## config.mk

```make
export PLATFORM = sky130hd
export DESIGN_NAME = seat_power_command_handler
export DESIGN_NICKNAME = d
export VERILOG_FILES = /design/src/seat_power_pkg.sv /design/src/seat_power_command_handler.sv
export SDC_FILE = /design/constraint.sdc
export NUM_CORES = 1
export LEC_CHECK = 0
export BUFFER_PORTS_ARGS = -buffer_cell sky130_fd_sc_hd__buf_2
export CORE_MARGIN = 5
export CORE_UTILIZATION = 50
export DETAILED_ROUTE_END_ITERATION = 12
export HOLD_SLACK_MARGIN = 0.1
export MAX_ROUTING_LAYER = met4
export PLACE_DENSITY = 0.8
export SLEW_MARGIN = 10
export SYNTH_ARGS = -nofsm -noshare
export SYNTH_HDL_FRONTEND = slang
export SYNTH_SLANG_ARGS = --single-unit
```

## constraint.sdc

```tcl
create_clock -name clk_sys_i -period 8.9 [get_ports clk_sys_i]
set_input_delay 1.335 -clock clk_sys_i [delete_from_list [all_inputs] [get_ports clk_sys_i]]
set_output_delay 1.335 -clock clk_sys_i [all_outputs]
set_load 0.01 [all_outputs]
```

## src/seat_power_pkg.sv

```systemverilog
// Contract
// - AC output codes: 01 enable, 10 disable
// - lamp code 01 forced on, 10 automatic
// - fan code 01 on, 10 auto, 11 off
// - indicator code 01 green, 10 red, 11 auto
// - DC output codes: 01 enable, 10 disable
// - policy message F4h, length 04h, tag 50 4D 53
// - policy 1 all on, 2 unused off, 3 off
// - transfer F6h, two-byte length 1 to 1025
// - transfer commands D1h D2h D3h D4h D8h
// - reject reply D5h plus error code 01h-05h
// - status reply DCh, 64 hex chars, 16-byte part
// - digest is one hash pass over memory
// - temperature query A5h answered A6h within 1 s
// - report length 06h, limits 3,4,1,2, timeout, temp; code sends limits_q bytes in order from [31:24] down to [7:0]
// - report fields are thresholds and shed interval
// - temperature is one two's-complement byte
// - outlet message F4h, 06h, 50 4F 53, three bytes
// - inhibit discrete always overrides outlet enables
//
// constants, types and register map of the seat power command handler;
// assumes a 20 MHz system clock and byte-wide message framing upstream
package seat_power_pkg;

   // message identifiers
   localparam logic [7:0]  PROTO_ID      = 8'h01;
   localparam logic [7:0]  CMD_CFG       = 8'hF4;
   localparam logic [7:0]  CMD_XFER      = 8'hF6;
   localparam logic [7:0]  CMD_TEMP_Q    = 8'hA5;
   localparam logic [7:0]  CMD_TEMP_R    = 8'hA6;
   localparam logic [7:0]  LEN_OUTLET    = 8'h06;
   localparam logic [7:0]  LEN_POLICY    = 8'h04;
   localparam logic [7:0]  LEN_TEMP      = 8'h06;
   localparam logic [23:0] TAG_OUTLET    = 24'h504F53;
   localparam logic [23:0] TAG_POLICY    = 24'h504D53;
   // transfer sub-protocol
   localparam logic [7:0]  XF_REQ        = 8'hD1;
   localparam logic [7:0]  XF_START      = 8'hD2;
   localparam logic [7:0]  XF_CHUNK      = 8'hD3;
   localparam logic [7:0]  XF_DONE       = 8'hD4;
   localparam logic [7:0]  XF_QUERY      = 8'hD8;
   localparam logic [7:0]  XF_REJECT     = 8'hD5;
   localparam logic [7:0]  XF_STAT_R     = 8'hDC;
   localparam logic [7:0]  ERR_MSG_SUM   = 8'h01;
   localparam logic [7:0]  ERR_SEQ       = 8'h02;
   localparam logic [7:0]  ERR_FLASH     = 8'h03;
   localparam logic [7:0]  ERR_PROG_SUM  = 8'h04;
   localparam logic [7:0]  ERR_COPROC    = 8'h05;
   localparam logic [15:0] XFER_LEN_MAX  = 16'h0401;   // 1025
   localparam logic [15:0] XFER_LEN_MIN  = 16'h0001;
   localparam logic [7:0]  REJECT_LEN    = 8'h02;
   localparam logic [7:0]  STATUS_LEN    = 8'h51;      // 81
   localparam logic [6:0]  TX_N_TEMP     = 7'h09;
   localparam logic [6:0]  TX_N_REJECT   = 7'h06;
   localparam logic [6:0]  TX_N_STATUS   = 7'h55;      // 4 header + 81
   localparam logic [6:0]  TX_DIGEST_POS = 7'h05;
   localparam logic [6:0]  TX_PART_POS   = 7'h45;      // 5 + 64
   // two-bit field codes
   localparam logic [1:0]  CODE_ON       = 2'h1;
   localparam logic [1:0]  CODE_OFF      = 2'h2;
   localparam logic [1:0]  CODE_THREE    = 2'h3;
   localparam logic [7:0]  POLICY_ALL    = 8'h01;
   localparam logic [7:0]  POLICY_UNUSED = 8'h02;
   localparam logic [7:0]  POLICY_NONE   = 8'h03;
   // register byte offsets
   localparam logic [4:0]  REG_LIMITS    = 5'h00;
   localparam logic [4:0]  REG_TIMEOUT   = 5'h04;
   localparam logic [4:0]  REG_TEMP      = 5'h08;
   localparam logic [4:0]  REG_OUTLETS   = 5'h0C;
   localparam logic [4:0]  REG_XFER      = 5'h10;
   localparam logic [31:0] LIMITS_RST    = 32'h0000_0000;
   localparam logic [7:0]  TIMEOUT_RST   = 8'h00;
   localparam logic [7:0]  TEMP_RST      = 8'h00;
   localparam logic [3:0]  OUTLET_RST    = 4'h0;
   // answer deadline
   localparam int unsigned CLK_HZ         = 20000000;
   localparam int unsigned RESP_LIMIT_MS  = 1000;
   localparam int unsigned RESP_LIMIT_DEF = CLK_HZ / 1000 * RESP_LIMIT_MS;
   localparam logic [127:0] PART_DEF      = 128'h504E2D30303030303030303030303031; // arbitrary

   typedef enum logic [1:0] {LAMP_AUTO, LAMP_ON} lamp_mode_e;
   typedef enum logic [1:0] {FAN_AUTO, FAN_ON, FAN_OFF} fan_mode_e;
   typedef enum logic [1:0] {IND_AUTO, IND_GREEN, IND_RED} ind_mode_e;
   typedef enum logic [1:0] {XS_IDLE, XS_ARMED, XS_LOADING, XS_FINAL} xfer_state_e;
   typedef enum logic [1:0] {TX_TEMP, TX_REJECT, TX_STATUS} tx_kind_e;
   localparam lamp_mode_e LAMP_RST = LAMP_AUTO;
   localparam fan_mode_e  FAN_RST  = FAN_AUTO;
   localparam ind_mode_e  IND_RST  = IND_AUTO;

   typedef struct packed {
      logic       valid;
      logic       last;
      logic [7:0] data;
   } byte_beat_s;

endpackage

```

## src/seat_power_command_handler.sv

```systemverilog
// seat power command handler: decodes outlet, policy, temperature and
// transfer messages, answers on a byte stream, registers over Avalon-MM;
// assumes framing and checksum checking upstream on the same clock
//
// The implementer's own choices: the address map and the Avalon-MM interface to the registers.
`timescale 1ns/1ps
module seat_power_command_handler
   import seat_power_pkg::*;
#(
   parameter int unsigned  RESP_LIMIT_CYC = RESP_LIMIT_DEF,
   parameter logic [127:0] PART_NUMBER    = PART_DEF
) (
   input  wire logic         clk_sys_i,
   input  wire logic         rst_i,
   input  wire logic [4:0]   avm_address_i,
   input  wire logic         avm_read_i,
   input  wire logic         avm_write_i,
   input  wire logic [31:0]  avm_writedata_i,
   input  wire logic [3:0]   avm_byteenable_i,
   output logic [31:0]       avm_readdata_o,
   output logic              avm_waitrequest_o,
   input  wire byte_beat_s   rx_i,
   input  wire logic         rx_err_i,
   output byte_beat_s        tx_o,
   input  wire logic         tx_ready_i,
   input  wire logic         outlet_inhibit_i,
   input  wire logic [7:0]   outlet_in_use_i,
   output logic [3:0]        ac_out_o,
   output logic [3:0]        dc_out_o,
   output logic              lamp_force_on_o,
   output logic              fan_force_on_o,
   output logic              fan_disable_o,
   output logic              ind_green_o,
   output logic              ind_red_o,
   output byte_beat_s        image_chunk_o,
   input  wire logic         flash_fail_i,
   input  wire logic         prog_sum_bad_i,
   input  wire logic         coproc_fault_i,
   output logic              hash_req_o,
   input  wire logic         hash_done_i,
   input  wire logic [255:0] digest_i
);

   // applies four two-bit enable codes, byte order D, A, B, C
   function automatic logic [3:0] apply_en(input logic [3:0] cur, input logic [7:0] b);
      logic [1:0] f [4];
      logic [3:0] r;
      f[0] = b[5:4];
      f[1] = b[3:2];
      f[2] = b[1:0];
      f[3] = b[7:6];
      r = cur;
      for (int i = 0; i < 4; i++) begin
         if (f[i] == CODE_ON) r[i] = 1'b1;
         else if (f[i] == CODE_OFF) r[i] = 1'b0;
      end
      return r;
   endfunction

   function automatic logic [7:0] hex_char(input logic [3:0] n);
      return (n < 4'hA) ? 8'(8'h30 + n) : 8'(8'h37 + n);
   endfunction

   // pin synchronisers
   logic       inh_s1_q, inh_s2_q;
   logic [7:0] use_s1_q, use_s2_q;
   always_ff @(posedge clk_sys_i) begin
      inh_s1_q <= outlet_inhibit_i;
      inh_s2_q <= inh_s1_q;
      use_s1_q <= outlet_in_use_i;
      use_s2_q <= use_s1_q;
   end

   // receive parser state
   logic [10:0] idx_q;
   logic [7:0]  cmd_q, op_q;
   logic [15:0] len_q;
   logic [39:0] sh_q;
   logic        proto_ok_q;
   always_ff @(posedge clk_sys_i) begin
      if (rst_i) begin
         idx_q <= 11'h000;
      end else if (rx_i.valid) begin
         idx_q <= rx_i.last ? 11'h000 : ((idx_q == 11'h7FF) ? idx_q : 11'(idx_q + 11'h001));
      end
   end
   always_ff @(posedge clk_sys_i) begin
      if (rx_i.valid) begin
         sh_q <= {sh_q[31:0], rx_i.data};
         if (idx_q == 11'h000) proto_ok_q <= (rx_i.data == PROTO_ID);
         if (idx_q == 11'h001) cmd_q <= rx_i.data;
         if (idx_q == 11'h002) len_q[15:8] <= rx_i.data;
         if (idx_q == 11'h003) len_q[7:0] <= rx_i.data;
         if (idx_q == 11'h004) op_q <= rx_i.data;
      end
   end

   // message decode at the end of a frame
   wire        eof       = rx_i.valid && rx_i.last && !rx_err_i;
   wire        eof_any   = rx_i.valid && rx_i.last;
   wire [47:0] win       = {sh_q, rx_i.data};
   wire [7:0]  len8      = len_q[15:8];
   wire        cfg_frame = eof && proto_ok_q && cmd_q == CMD_CFG
                           && idx_q == 11'(11'h002 + {3'h0, len8});
   wire        do_outlet = cfg_frame && len8 == LEN_OUTLET && win[47:24] == TAG_OUTLET;
   wire        do_policy = cfg_frame && len8 == LEN_POLICY && win[31:8] == TAG_POLICY;
   wire        temp_hit  = eof && proto_ok_q && idx_q == 11'h001
                           && rx_i.data == CMD_TEMP_Q;
   wire        xf_frame  = eof_any && proto_ok_q && cmd_q == CMD_XFER
                           && idx_q >= 11'h004;
   wire [7:0]  xf_op     = (idx_q == 11'h004) ? rx_i.data : op_q;
   wire        xf_len_ok = len_q >= XFER_LEN_MIN && len_q <= XFER_LEN_MAX
                           && idx_q == 11'(len_q[10:0] + 11'h003);
   wire        xf_full   = len_q == XFER_LEN_MAX;

   // outlet and mode settings
   logic [3:0] ac_en_q, dc_en_q, ac_en_d, dc_en_d;
   lamp_mode_e lamp_q, lamp_d;
   fan_mode_e  fan_q, fan_d;
   ind_mode_e  ind_q, ind_d;
   wire [7:0]  cfg_b1 = win[23:16];
   wire [7:0]  cfg_b2 = win[15:8];
   wire [7:0]  cfg_b3 = win[7:0];
   // byte two: lamp [7:6], fan [5:4], zero spare [3:2], indicator [1:0]
   always_comb begin
      ac_en_d = ac_en_q;
      dc_en_d = dc_en_q;
      lamp_d  = lamp_q;
      fan_d   = fan_q;
      ind_d   = ind_q;
      if (do_outlet) begin
         ac_en_d = apply_en(ac_en_q, cfg_b1);
         dc_en_d = apply_en(dc_en_q, cfg_b3);
         if (cfg_b2[7:6] == CODE_ON) lamp_d = LAMP_ON;
         else if (cfg_b2[7:6] == CODE_OFF) lamp_d = LAMP_AUTO;
         case (cfg_b2[5:4])
            CODE_ON:    fan_d = FAN_ON;
            CODE_OFF:   fan_d = FAN_AUTO;
            CODE_THREE: fan_d = FAN_OFF;
            default:    fan_d = fan_q;
         endcase
         case (cfg_b2[1:0])
            CODE_ON:    ind_d = IND_GREEN;
            CODE_OFF:   ind_d = IND_RED;
            CODE_THREE: ind_d = IND_AUTO;
            default:    ind_d = ind_q;
         endcase
      end else if (do_policy) begin
         case (win[7:0])
            POLICY_ALL: begin
               ac_en_d = 4'hF;
               dc_en_d = 4'hF;
            end
            POLICY_UNUSED: begin
               ac_en_d = ac_en_q & use_s2_q[3:0];
               dc_en_d = dc_en_q & use_s2_q[7:4];
            end
            POLICY_NONE: begin
               ac_en_d = 4'h0;
               dc_en_d = 4'h0;
            end
            default: ;
         endcase
      end
   end
   always_ff @(posedge clk_sys_i) begin
      if (rst_i) begin
         ac_en_q <= OUTLET_RST;
         dc_en_q <= OUTLET_RST;
         lamp_q  <= LAMP_RST;
         fan_q   <= FAN_RST;
         ind_q   <= IND_RST;
      end else begin
         ac_en_q <= ac_en_d;
         dc_en_q <= dc_en_d;
         lamp_q  <= lamp_d;
         fan_q   <= fan_d;
         ind_q   <= ind_d;
      end
   end
   // the inhibit discrete masks enables, stored settings survive it
   always_ff @(posedge clk_sys_i) begin
      if (rst_i) begin
         ac_out_o        <= 4'h0;
         dc_out_o        <= 4'h0;
         lamp_force_on_o <= 1'b0;
         fan_force_on_o  <= 1'b0;
         fan_disable_o   <= 1'b0;
         ind_green_o     <= 1'b0;
         ind_red_o       <= 1'b0;
      end else begin
         ac_out_o        <= ac_en_q & {4{!inh_s2_q}};
         dc_out_o        <= dc_en_q & {4{!inh_s2_q}};
         lamp_force_on_o <= lamp_q == LAMP_ON;
         fan_force_on_o  <= fan_q == FAN_ON;
         fan_disable_o   <= fan_q == FAN_OFF;
         ind_green_o     <= ind_q == IND_GREEN;
         ind_red_o       <= ind_q == IND_RED;
      end
   end

   // transfer sequence; coprocessor and flash faults ranked ahead of sequence errors, program checksum behind them
   xfer_state_e xs_q, xs_d;
   logic        reject_d, query_d, flash_bad_q;
   logic [7:0]  err_d;
   always_comb begin
      xs_d     = xs_q;
      reject_d = 1'b0;
      query_d  = 1'b0;
      err_d    = ERR_SEQ;
      if (xf_frame) begin
         if (rx_err_i || !xf_len_ok) begin
            err_d = ERR_MSG_SUM;
            reject_d = 1'b1;
         end else if (xf_op == XF_QUERY && idx_q == 11'h004) begin
            query_d = 1'b1;
         end else if (coproc_fault_i) begin
            err_d = ERR_COPROC;
            reject_d = 1'b1;
         end else if (flash_bad_q) begin
            err_d = ERR_FLASH;
            reject_d = 1'b1;
         end else begin
            case (xs_q)
               XS_IDLE: begin
                  reject_d = xf_op != XF_REQ || idx_q != 11'h004;
                  xs_d = XS_ARMED;
               end
               XS_ARMED: begin
                  reject_d = xf_op != XF_START || idx_q != 11'h004;
                  xs_d = XS_LOADING;
               end
               XS_LOADING: begin
                  if (xf_op == XF_CHUNK) xs_d = xf_full ? XS_LOADING : XS_FINAL;
                  else reject_d = xf_op != XF_DONE || idx_q != 11'h004;
                  if (xf_op == XF_DONE) xs_d = XS_IDLE;
               end
               XS_FINAL: begin
                  reject_d = xf_op != XF_DONE || idx_q != 11'h004;
                  xs_d = XS_IDLE;
               end
               default: xs_d = XS_IDLE;
            endcase
            if (!reject_d && xf_op == XF_DONE && prog_sum_bad_i) begin
               err_d = ERR_PROG_SUM;
               reject_d = 1'b1;
            end
         end
         if (reject_d) xs_d = XS_IDLE;
      end
   end
   always_ff @(posedge clk_sys_i) begin
      if (rst_i) begin
         xs_q        <= XS_IDLE;
         flash_bad_q <= 1'b0;
      end else begin
         xs_q        <= xs_d;
         flash_bad_q <= flash_fail_i || (flash_bad_q && !(xf_frame && reject_d));
      end
   end
   // image bytes stream straight to the flash writer, no buffering
   wire chunk_byte = rx_i.valid && proto_ok_q && cmd_q == CMD_XFER && idx_q >= 11'h005
                     && op_q == XF_CHUNK && xs_q == XS_LOADING;
   always_ff @(posedge clk_sys_i) begin
      if (rst_i) image_chunk_o <= '0;
      else image_chunk_o <= '{valid: chunk_byte, last: rx_i.last, data: rx_i.data};
   end

   // pending answers, digest fetch and deadline watchdog
   logic         p_temp_q, p_rej_q, p_stat_q, wait_hash_q, busy_q, late_q;
   logic [7:0]   rej_code_q;
   logic [255:0] digest_q;
   logic [31:0]  age_q;
   tx_kind_e     kind_q;
   logic [6:0]   tx_idx_q, tx_n_q;
   wire          tx_free   = !tx_o.valid || tx_ready_i;
   wire          expire    = age_q == 32'(RESP_LIMIT_CYC - 1);
   wire          start     = !busy_q && (p_rej_q || p_stat_q || p_temp_q) && !expire;
   wire          st_rej    = start && p_rej_q;
   wire          st_stat   = start && !p_rej_q && p_stat_q;
   wire          st_temp   = start && !p_rej_q && !p_stat_q;
   wire          got_hash  = wait_hash_q && hash_done_i;
   always_ff @(posedge clk_sys_i) begin
      if (rst_i || expire) begin
         p_temp_q    <= 1'b0;
         p_rej_q     <= 1'b0;
         p_stat_q    <= 1'b0;
         wait_hash_q <= 1'b0;
      end else begin
         p_temp_q    <= temp_hit || (p_temp_q && !st_temp);
         p_rej_q     <= (xf_frame && reject_d) || (p_rej_q && !st_rej);
         p_stat_q    <= got_hash || (p_stat_q && !st_stat);
         wait_hash_q <= query_d || (wait_hash_q && !hash_done_i);
      end
   end
   // one hash pass per status query, result sent as-is
   always_ff @(posedge clk_sys_i) begin
      if (rst_i) hash_req_o <= 1'b0;
      else hash_req_o <= query_d;
      if (xf_frame && reject_d) rej_code_q <= err_d;
      if (got_hash) digest_q <= digest_i;
   end
   always_ff @(posedge clk_sys_i) begin
      if (rst_i || !(busy_q || p_temp_q || p_rej_q || p_stat_q || wait_hash_q)) age_q <= '0;
      else age_q <= 32'(age_q + 32'h1);
   end

   // reply byte selection by kind and position
   logic [31:0] limits_q;
   logic [7:0]  timeout_q, temp_q, tx_byte;
   wire  [5:0]  dchr  = 6'(tx_idx_q - TX_DIGEST_POS);
   wire  [3:0]  pchr  = 4'(tx_idx_q - TX_PART_POS);
   wire  [7:0]  dbase = 8'(8'hFF - {dchr, 2'b00});
   wire  [6:0]  pbase = 7'(7'h7F - {pchr, 3'b000});
   wire  [2:0]  lsel  = 3'(tx_idx_q - 7'h03);
   always_comb begin
      tx_byte = 8'h00;
      case (kind_q)
         TX_TEMP: begin
            case (tx_idx_q)
               7'h00:   tx_byte = PROTO_ID;
               7'h01:   tx_byte = CMD_TEMP_R;
               7'h02:   tx_byte = LEN_TEMP;
               7'h07:   tx_byte = timeout_q;
               7'h08:   tx_byte = temp_q;
               default: tx_byte = limits_q[8'(8'h1F - {lsel, 3'b000}) -: 8];
            endcase
         end
         TX_REJECT: begin
            case (tx_idx_q)
               7'h00:   tx_byte = PROTO_ID;
               7'h01:   tx_byte = CMD_XFER;
               7'h02:   tx_byte = 8'h00;
               7'h03:   tx_byte = REJECT_LEN;
               7'h04:   tx_byte = XF_REJECT;
               default: tx_byte = rej_code_q;
            endcase
         end
         TX_STATUS: begin
            if (tx_idx_q == 7'h00) tx_byte = PROTO_ID;
            else if (tx_idx_q == 7'h01) tx_byte = CMD_XFER;
            else if (tx_idx_q == 7'h02) tx_byte = 8'h00;
            else if (tx_idx_q == 7'h03) tx_byte = STATUS_LEN;
            else if (tx_idx_q == 7'h04) tx_byte = XF_STAT_R;
            else if (tx_idx_q < TX_PART_POS) tx_byte = hex_char(digest_q[dbase -: 4]);
            else tx_byte = PART_NUMBER[pbase -: 8];
         end
         default: tx_byte = 8'h00;
      endcase
   end
   // reply sequencer; a late reply is dropped and flagged
   always_ff @(posedge clk_sys_i) begin
      if (rst_i || expire) begin
         busy_q   <= 1'b0;
         tx_o     <= '0;
         tx_idx_q <= 7'h00;
      end else if (start) begin
         busy_q   <= 1'b1;
         kind_q   <= st_rej ? TX_REJECT : (st_stat ? TX_STATUS : TX_TEMP);
         tx_n_q   <= st_rej ? TX_N_REJECT : (st_stat ? TX_N_STATUS : TX_N_TEMP);
         tx_idx_q <= 7'h00;
      end else if (busy_q && tx_free) begin
         tx_o     <= '{valid: 1'b1, last: tx_idx_q == 7'(tx_n_q - 7'h01), data: tx_byte};
         tx_idx_q <= 7'(tx_idx_q + 7'h01);
         busy_q   <= tx_idx_q != 7'(tx_n_q - 7'h01);
      end else if (tx_ready_i) begin
         tx_o.valid <= 1'b0;
      end
   end

   // avalon slave: one wait cycle, then the access completes
   wire        acc    = avm_read_i || avm_write_i;
   wire        wr_now = avm_write_i && !avm_waitrequest_o;
   wire [31:0] be_m   = {{8{avm_byteenable_i[3]}}, {8{avm_byteenable_i[2]}},
                         {8{avm_byteenable_i[1]}}, {8{avm_byteenable_i[0]}}};
   wire        w_lim  = wr_now && avm_address_i == REG_LIMITS;
   wire        w_tmo  = wr_now && avm_address_i == REG_TIMEOUT && avm_byteenable_i[0];
   wire        w_tmp  = wr_now && avm_address_i == REG_TEMP && avm_byteenable_i[0];
   wire        w_xfr  = wr_now && avm_address_i == REG_XFER && avm_byteenable_i[0];
   wire [31:0] rd_mux = (avm_address_i == REG_LIMITS)  ? limits_q :
                        (avm_address_i == REG_TIMEOUT) ? {24'h0, timeout_q} :
                        (avm_address_i == REG_TEMP)    ? {24'h0, temp_q} :
                        (avm_address_i == REG_OUTLETS) ?
                           {14'h0, 2'(ind_q), 2'(fan_q), 2'(lamp_q), 3'h0, inh_s2_q,
                            dc_en_q, ac_en_q} :
                        (avm_address_i == REG_XFER)    ?
                           {16'h0, rej_code_q, 3'h0, late_q, flash_bad_q, wait_hash_q,
                            2'(xs_q)} : 32'h0;
   always_ff @(posedge clk_sys_i) begin
      if (rst_i) begin
         avm_waitrequest_o <= 1'b1;
         avm_readdata_o    <= 32'h0;
      end else begin
         avm_waitrequest_o <= !(avm_waitrequest_o && acc);
         if (avm_waitrequest_o && avm_read_i) avm_readdata_o <= rd_mux;
      end
   end
   always_ff @(posedge clk_sys_i) begin
      if (rst_i) begin
         limits_q  <= LIMITS_RST;
         timeout_q <= TIMEOUT_RST;
         temp_q    <= TEMP_RST;
         late_q    <= 1'b0;
      end else begin
         if (w_lim) limits_q <= (limits_q & ~be_m) | (avm_writedata_i & be_m);
         if (w_tmo) timeout_q <= avm_writedata_i[7:0];
         if (w_tmp) temp_q <= avm_writedata_i[7:0];
         late_q <= expire || (late_q && !(w_xfr && avm_writedata_i[4]));
      end
   end

endmodule

```

==> reports/qor.csv <==
stage,metric,value,unit
setup_path,worst r2r path cells,12,
clock_tree,worst-skew pair later-pin latency,0.62,ns
power,Final Power,5.08,mW
setup_path,Worst R2R Start,tx_idx_q[0]$_SDFFE_PP0P_,
power,Power Density,188,nW/µm²
setup_path,crit-path max cell delay,0.73,ns
setup_path,sequence of cells on the critical path,inv_2 > ha_1 > xnor2_4 > buf_4 > mux4_1 > mux4_2 > and3_4 > a211oi_4 > or2_1 > o311ai_1 > nand4_1 > a21oi_1,
global_routing,first-pass GRT wire length,93900,µm
clock_tree,"Hold-fix buffers, CTS",0,
route,Vias,16300,
place,Placer Congestion,0.918,
route,DRC viols,0,
floorplanning,die area,49900,µm²
global_routing,vias in the first global route,16400,
final_layout,area of the multi-input gates,8070,µm²
route,Via density,5.79,
synth,synth unique cells,83,
power,Leakage,9.72,nW
status,run status,completed,
synth,post-synth net total,2138,
clock_tree,Bufs on Longest Clock Path,3,
synth,top-area cell type share of the netlist area,44.4,%
clock_tree,cts repair resizes,0,
route,"antenna viol nets, final",0,
floorplanning,die width,223,µm
synth,Async SR Flop Fraction,0,%
setup_path,crit path capture type,flip-flop,
floorplanning,IO Count,393,
synth,cells after synthesis,1795,
clock_tree,sink count of the clock tree,542,
sta,fmax,218,MHz
setup_path,Crit Path Class,flip-flop to flip-flop,
sta,final worst-path cycle share,51.4,%
setup_path,critical path depth,12,
route,wire per inst,22.0,µm
setup_path,RR Endpoint,tx_o[3]$_SDFFE_PP0P_,
route,Detailed Route WL,61700,µm
synth,"EDFF count, synth",337,
floorplanning,core area,45200,µm²
synth,Main synth FF type,edfxtp_1,
place,Area after DPL,25200,µm²
run,max cap viols,0,
setup_path,slowest CP cell,dfxtp_4,
floorplanning,Rows,78,
place,Cells after DPL,2699,
final_layout,final std cells w/o fill,2807,
synth,synth top area cells,"edfxtp_1 44%, dfxtp_1 18%, mux4_2 6.9%, nor2_1 2.5%, nand2_1 2.4%",
synth,Netlist Area Pre-Place,22800,µm²
setup_path,WP data arrival,5.07,ns
synth,cell taking the most area after synthesis,edfxtp_1,
sta,Setup TNS Final,0,ns
sta,Slew @ Worst Pin,1.20,ns
sta,RSZ-0062 raised after global routing,no,
final_layout,share of cells above drive strength 1,26.7,%
final_layout,Layout fillers,3459,
place,HPWL reported at the end of detailed placement,45000,µm
sta,final setup vio count,0,
sta,Hold Fails Final Rpt,0,
synth,Mean Syn Cell Area,12.7,µm²
floorplanning,DIE HEIGHT,223,µm
setup_path,Top delay family on crit path,multiplexers,
place,IO Port Bufs,392,
final_layout,Layout area overhead,18.4,%
global_routing,gr usage total,24.7,%
final_layout,Reg area,14200,µm²
clock_tree,CTS buffer count,54,
route,DR iter-0 viols,1485,
clock_tree,"Reg clk slew, reported paths",0.06,ns
setup_path,Setup crit start,tx_idx_q[0]$_SDFFE_PP0P_,
power,Max VDD drop,0.168,mV
setup_path,Critical Path Sink,tx_o[3]$_SDFFE_PP0P_,
clock_tree,H-tree level count,2,
sta,Final Slew Violations,0,
setup_path,startpoint types,flip-flop,
floorplanning,Initial Util,50.4,%
clock_tree,Post-CTS Setup Bufs,0,
synth,#FFs+latches synth,542,
route,1st-pass router iterations,5,
setup_path,crit-path max FO,30,
final_layout,final design area excluding fillers,27000,µm²
synth,YS warnings,0,
sta,Final Skew,0.0426,ns
clock_tree,CTS root buffer,clkbuf_16,
sta,Slew headroom,19.5,%
final_layout,"commonest non-fill, non-tap cell in the layout",buf_2,
final_layout,"commonest cells after routing, fill and taps aside","391 x buf_2, 337 x edfxtp_1, 204 x dfxtp_1, 150 x nor2_1, 147 x nand2_1",
global_routing,grt ovf,0,
final_layout,Post-layout nets,2498,
clock_tree,TritonCTS clock tree,yes,
setup_path,WP data required,9.39,ns
sta,Tmin final,4.58,ns
synth,post-synthesis sequential area ratio,62.4,%
setup_path,CP bufs+invs,2,
global_routing,largest net degree at the start of global routing,163,
global_routing,antenna violations before repair,7,
setup_path,R2R Setup Slk,4.32,ns
min_path,Min-Delay Path Class,flip-flop to flip-flop,
-- layer usage --
layer  wire length (µm)  GRT usage [%]  share of wire (%)  vias to the layer above
met3               4770           5.04                7.7                      142
li1                   -              -                  -                     7502
met2              30100           40.3                 49                      767
met4               2260           8.66                3.7                        0
met1              24500           31.0                 40                     7852
met5                  0              -                  0                        -
-- worst min-delay path by stage --
stage | cells after the start | end | startpoint | slack (ns)
after floorplan | 0 | inh_s2_q$_DFF_P_ | inh_s1_q$_DFF_P_ | 0.31
after global placement | 0 | use_s2_q[7]$_DFF_P_ | use_s1_q[7]$_DFF_P_ | 0.31
after detailed placement | 0 | inh_s2_q$_DFF_P_ | inh_s1_q$_DFF_P_ | 0.31
after CTS | 0 | use_s2_q[0]$_DFF_P_ | use_s1_q[0]$_DFF_P_ | 0.33
after global routing | 0 | use_s2_q[0]$_DFF_P_ | use_s1_q[0]$_DFF_P_ | 0.34
final | 0 | use_s2_q[0]$_DFF_P_ | use_s1_q[0]$_DFF_P_ | 0.33
-- where the power goes --
part,switching (mW),internal [mW]
Clock,0.961,1.25
Sequential,0.0158,2.69
Combinational,0.0910,0.0695
Total,1.07,4.01
-- final cells by class --
type / count / share of cell area [%]
diodes: 7 / 0.0649
clock buffers: 70 / 5.53
clock inverters: 31 / 0.937
inverters: 28 / 0.417
multi-input cells: 1126 / 29.9
flip-flops and latches: 542 / 52.7
well taps: 600 / 2.78
repair buffers: 403 / 7.59
-- metrics by stage --
| step | utilization, % | worst slack [ns] | hold WS, ns |
|---|---|---|---|
| global route | 59.7 | 4.01 | 0.340 |
| global placement | 55.8 | 4.45 | 0.315 |
| floorplan | - | 1.94 | 0.310 |
| CTS | 59.7 | 4.26 | 0.334 |
| finish | 59.7 | 4.32 | 0.335 |
| detailed placement | 55.8 | 4.30 | 0.312 |
-- cells by family (layout without fill, tap and decap cells) --
logic type | after synthesis | after routing | synth area share [%]
compound gates | 297 | 297 | 8.46
xor+xnor | 72 | 72 | 2.87
mux | 126 | 126 | 9.68
simple gates | 614 | 614 | 13.4
other cells | 0 | 7 | 0
buf+inv | 127 | 532 | 2.26
flops | 542 | 542 | 62.4
fa+ha+maj | 17 | 17 | 0.934
-- cell usage after synthesis, types with 10 or more instances --
master,count
a211oi_1,11
a21oi_1,110
and2_1,16
and3_1,24
buf_2,16
clkbuf_1,74
dfxtp_1,205
edfxtp_1,337
ha_1,17
inv_1,25
mux2_2,16
mux2i_1,37
mux4_2,70
nand2_1,147
nand2b_1,10
nand3_1,87
nand4_1,27
nor2_1,150
nor2b_1,37
nor3_1,32
nor3b_1,11
nor4_1,15
o2111ai_1,10
o211ai_1,18
o21ai_0,34
o21ai_1,16
or3_1,17
xnor2_1,25
xor2_1,45
-- flip-flops by register name (all words and copies together) (netlist names), 4 cells and up, named ones only --
signal,count
ac_en_q,4
dc_en_q,4
sh_q,40
len_q,16
temp_q,8
tx_o,10
image_chunk_o,10
tx_idx_q,7
cmd_q,8
ac_out_o,4
dc_out_o,4
idx_q,11
use_s2_q,8
tx_n_q,4
avm_readdata_o,32
timeout_q,8
age_q,32
digest_q,256
op_q,8
use_s1_q,8
-- worst reg2reg max path, cell delays in order (launching register included) --
cell and delay, ns:
dfxtp_4 0.73, inv_2 0.27, ha_1 0.38, xnor2_4 0.56, buf_4 0.44, mux4_1 0.64, mux4_2 0.48, and3_4 0.21
a211oi_4 0.23, or2_1 0.18, o311ai_1 0.13, nand4_1 0.13, a21oi_1 0.08
(Power assumes the default switching activity.)
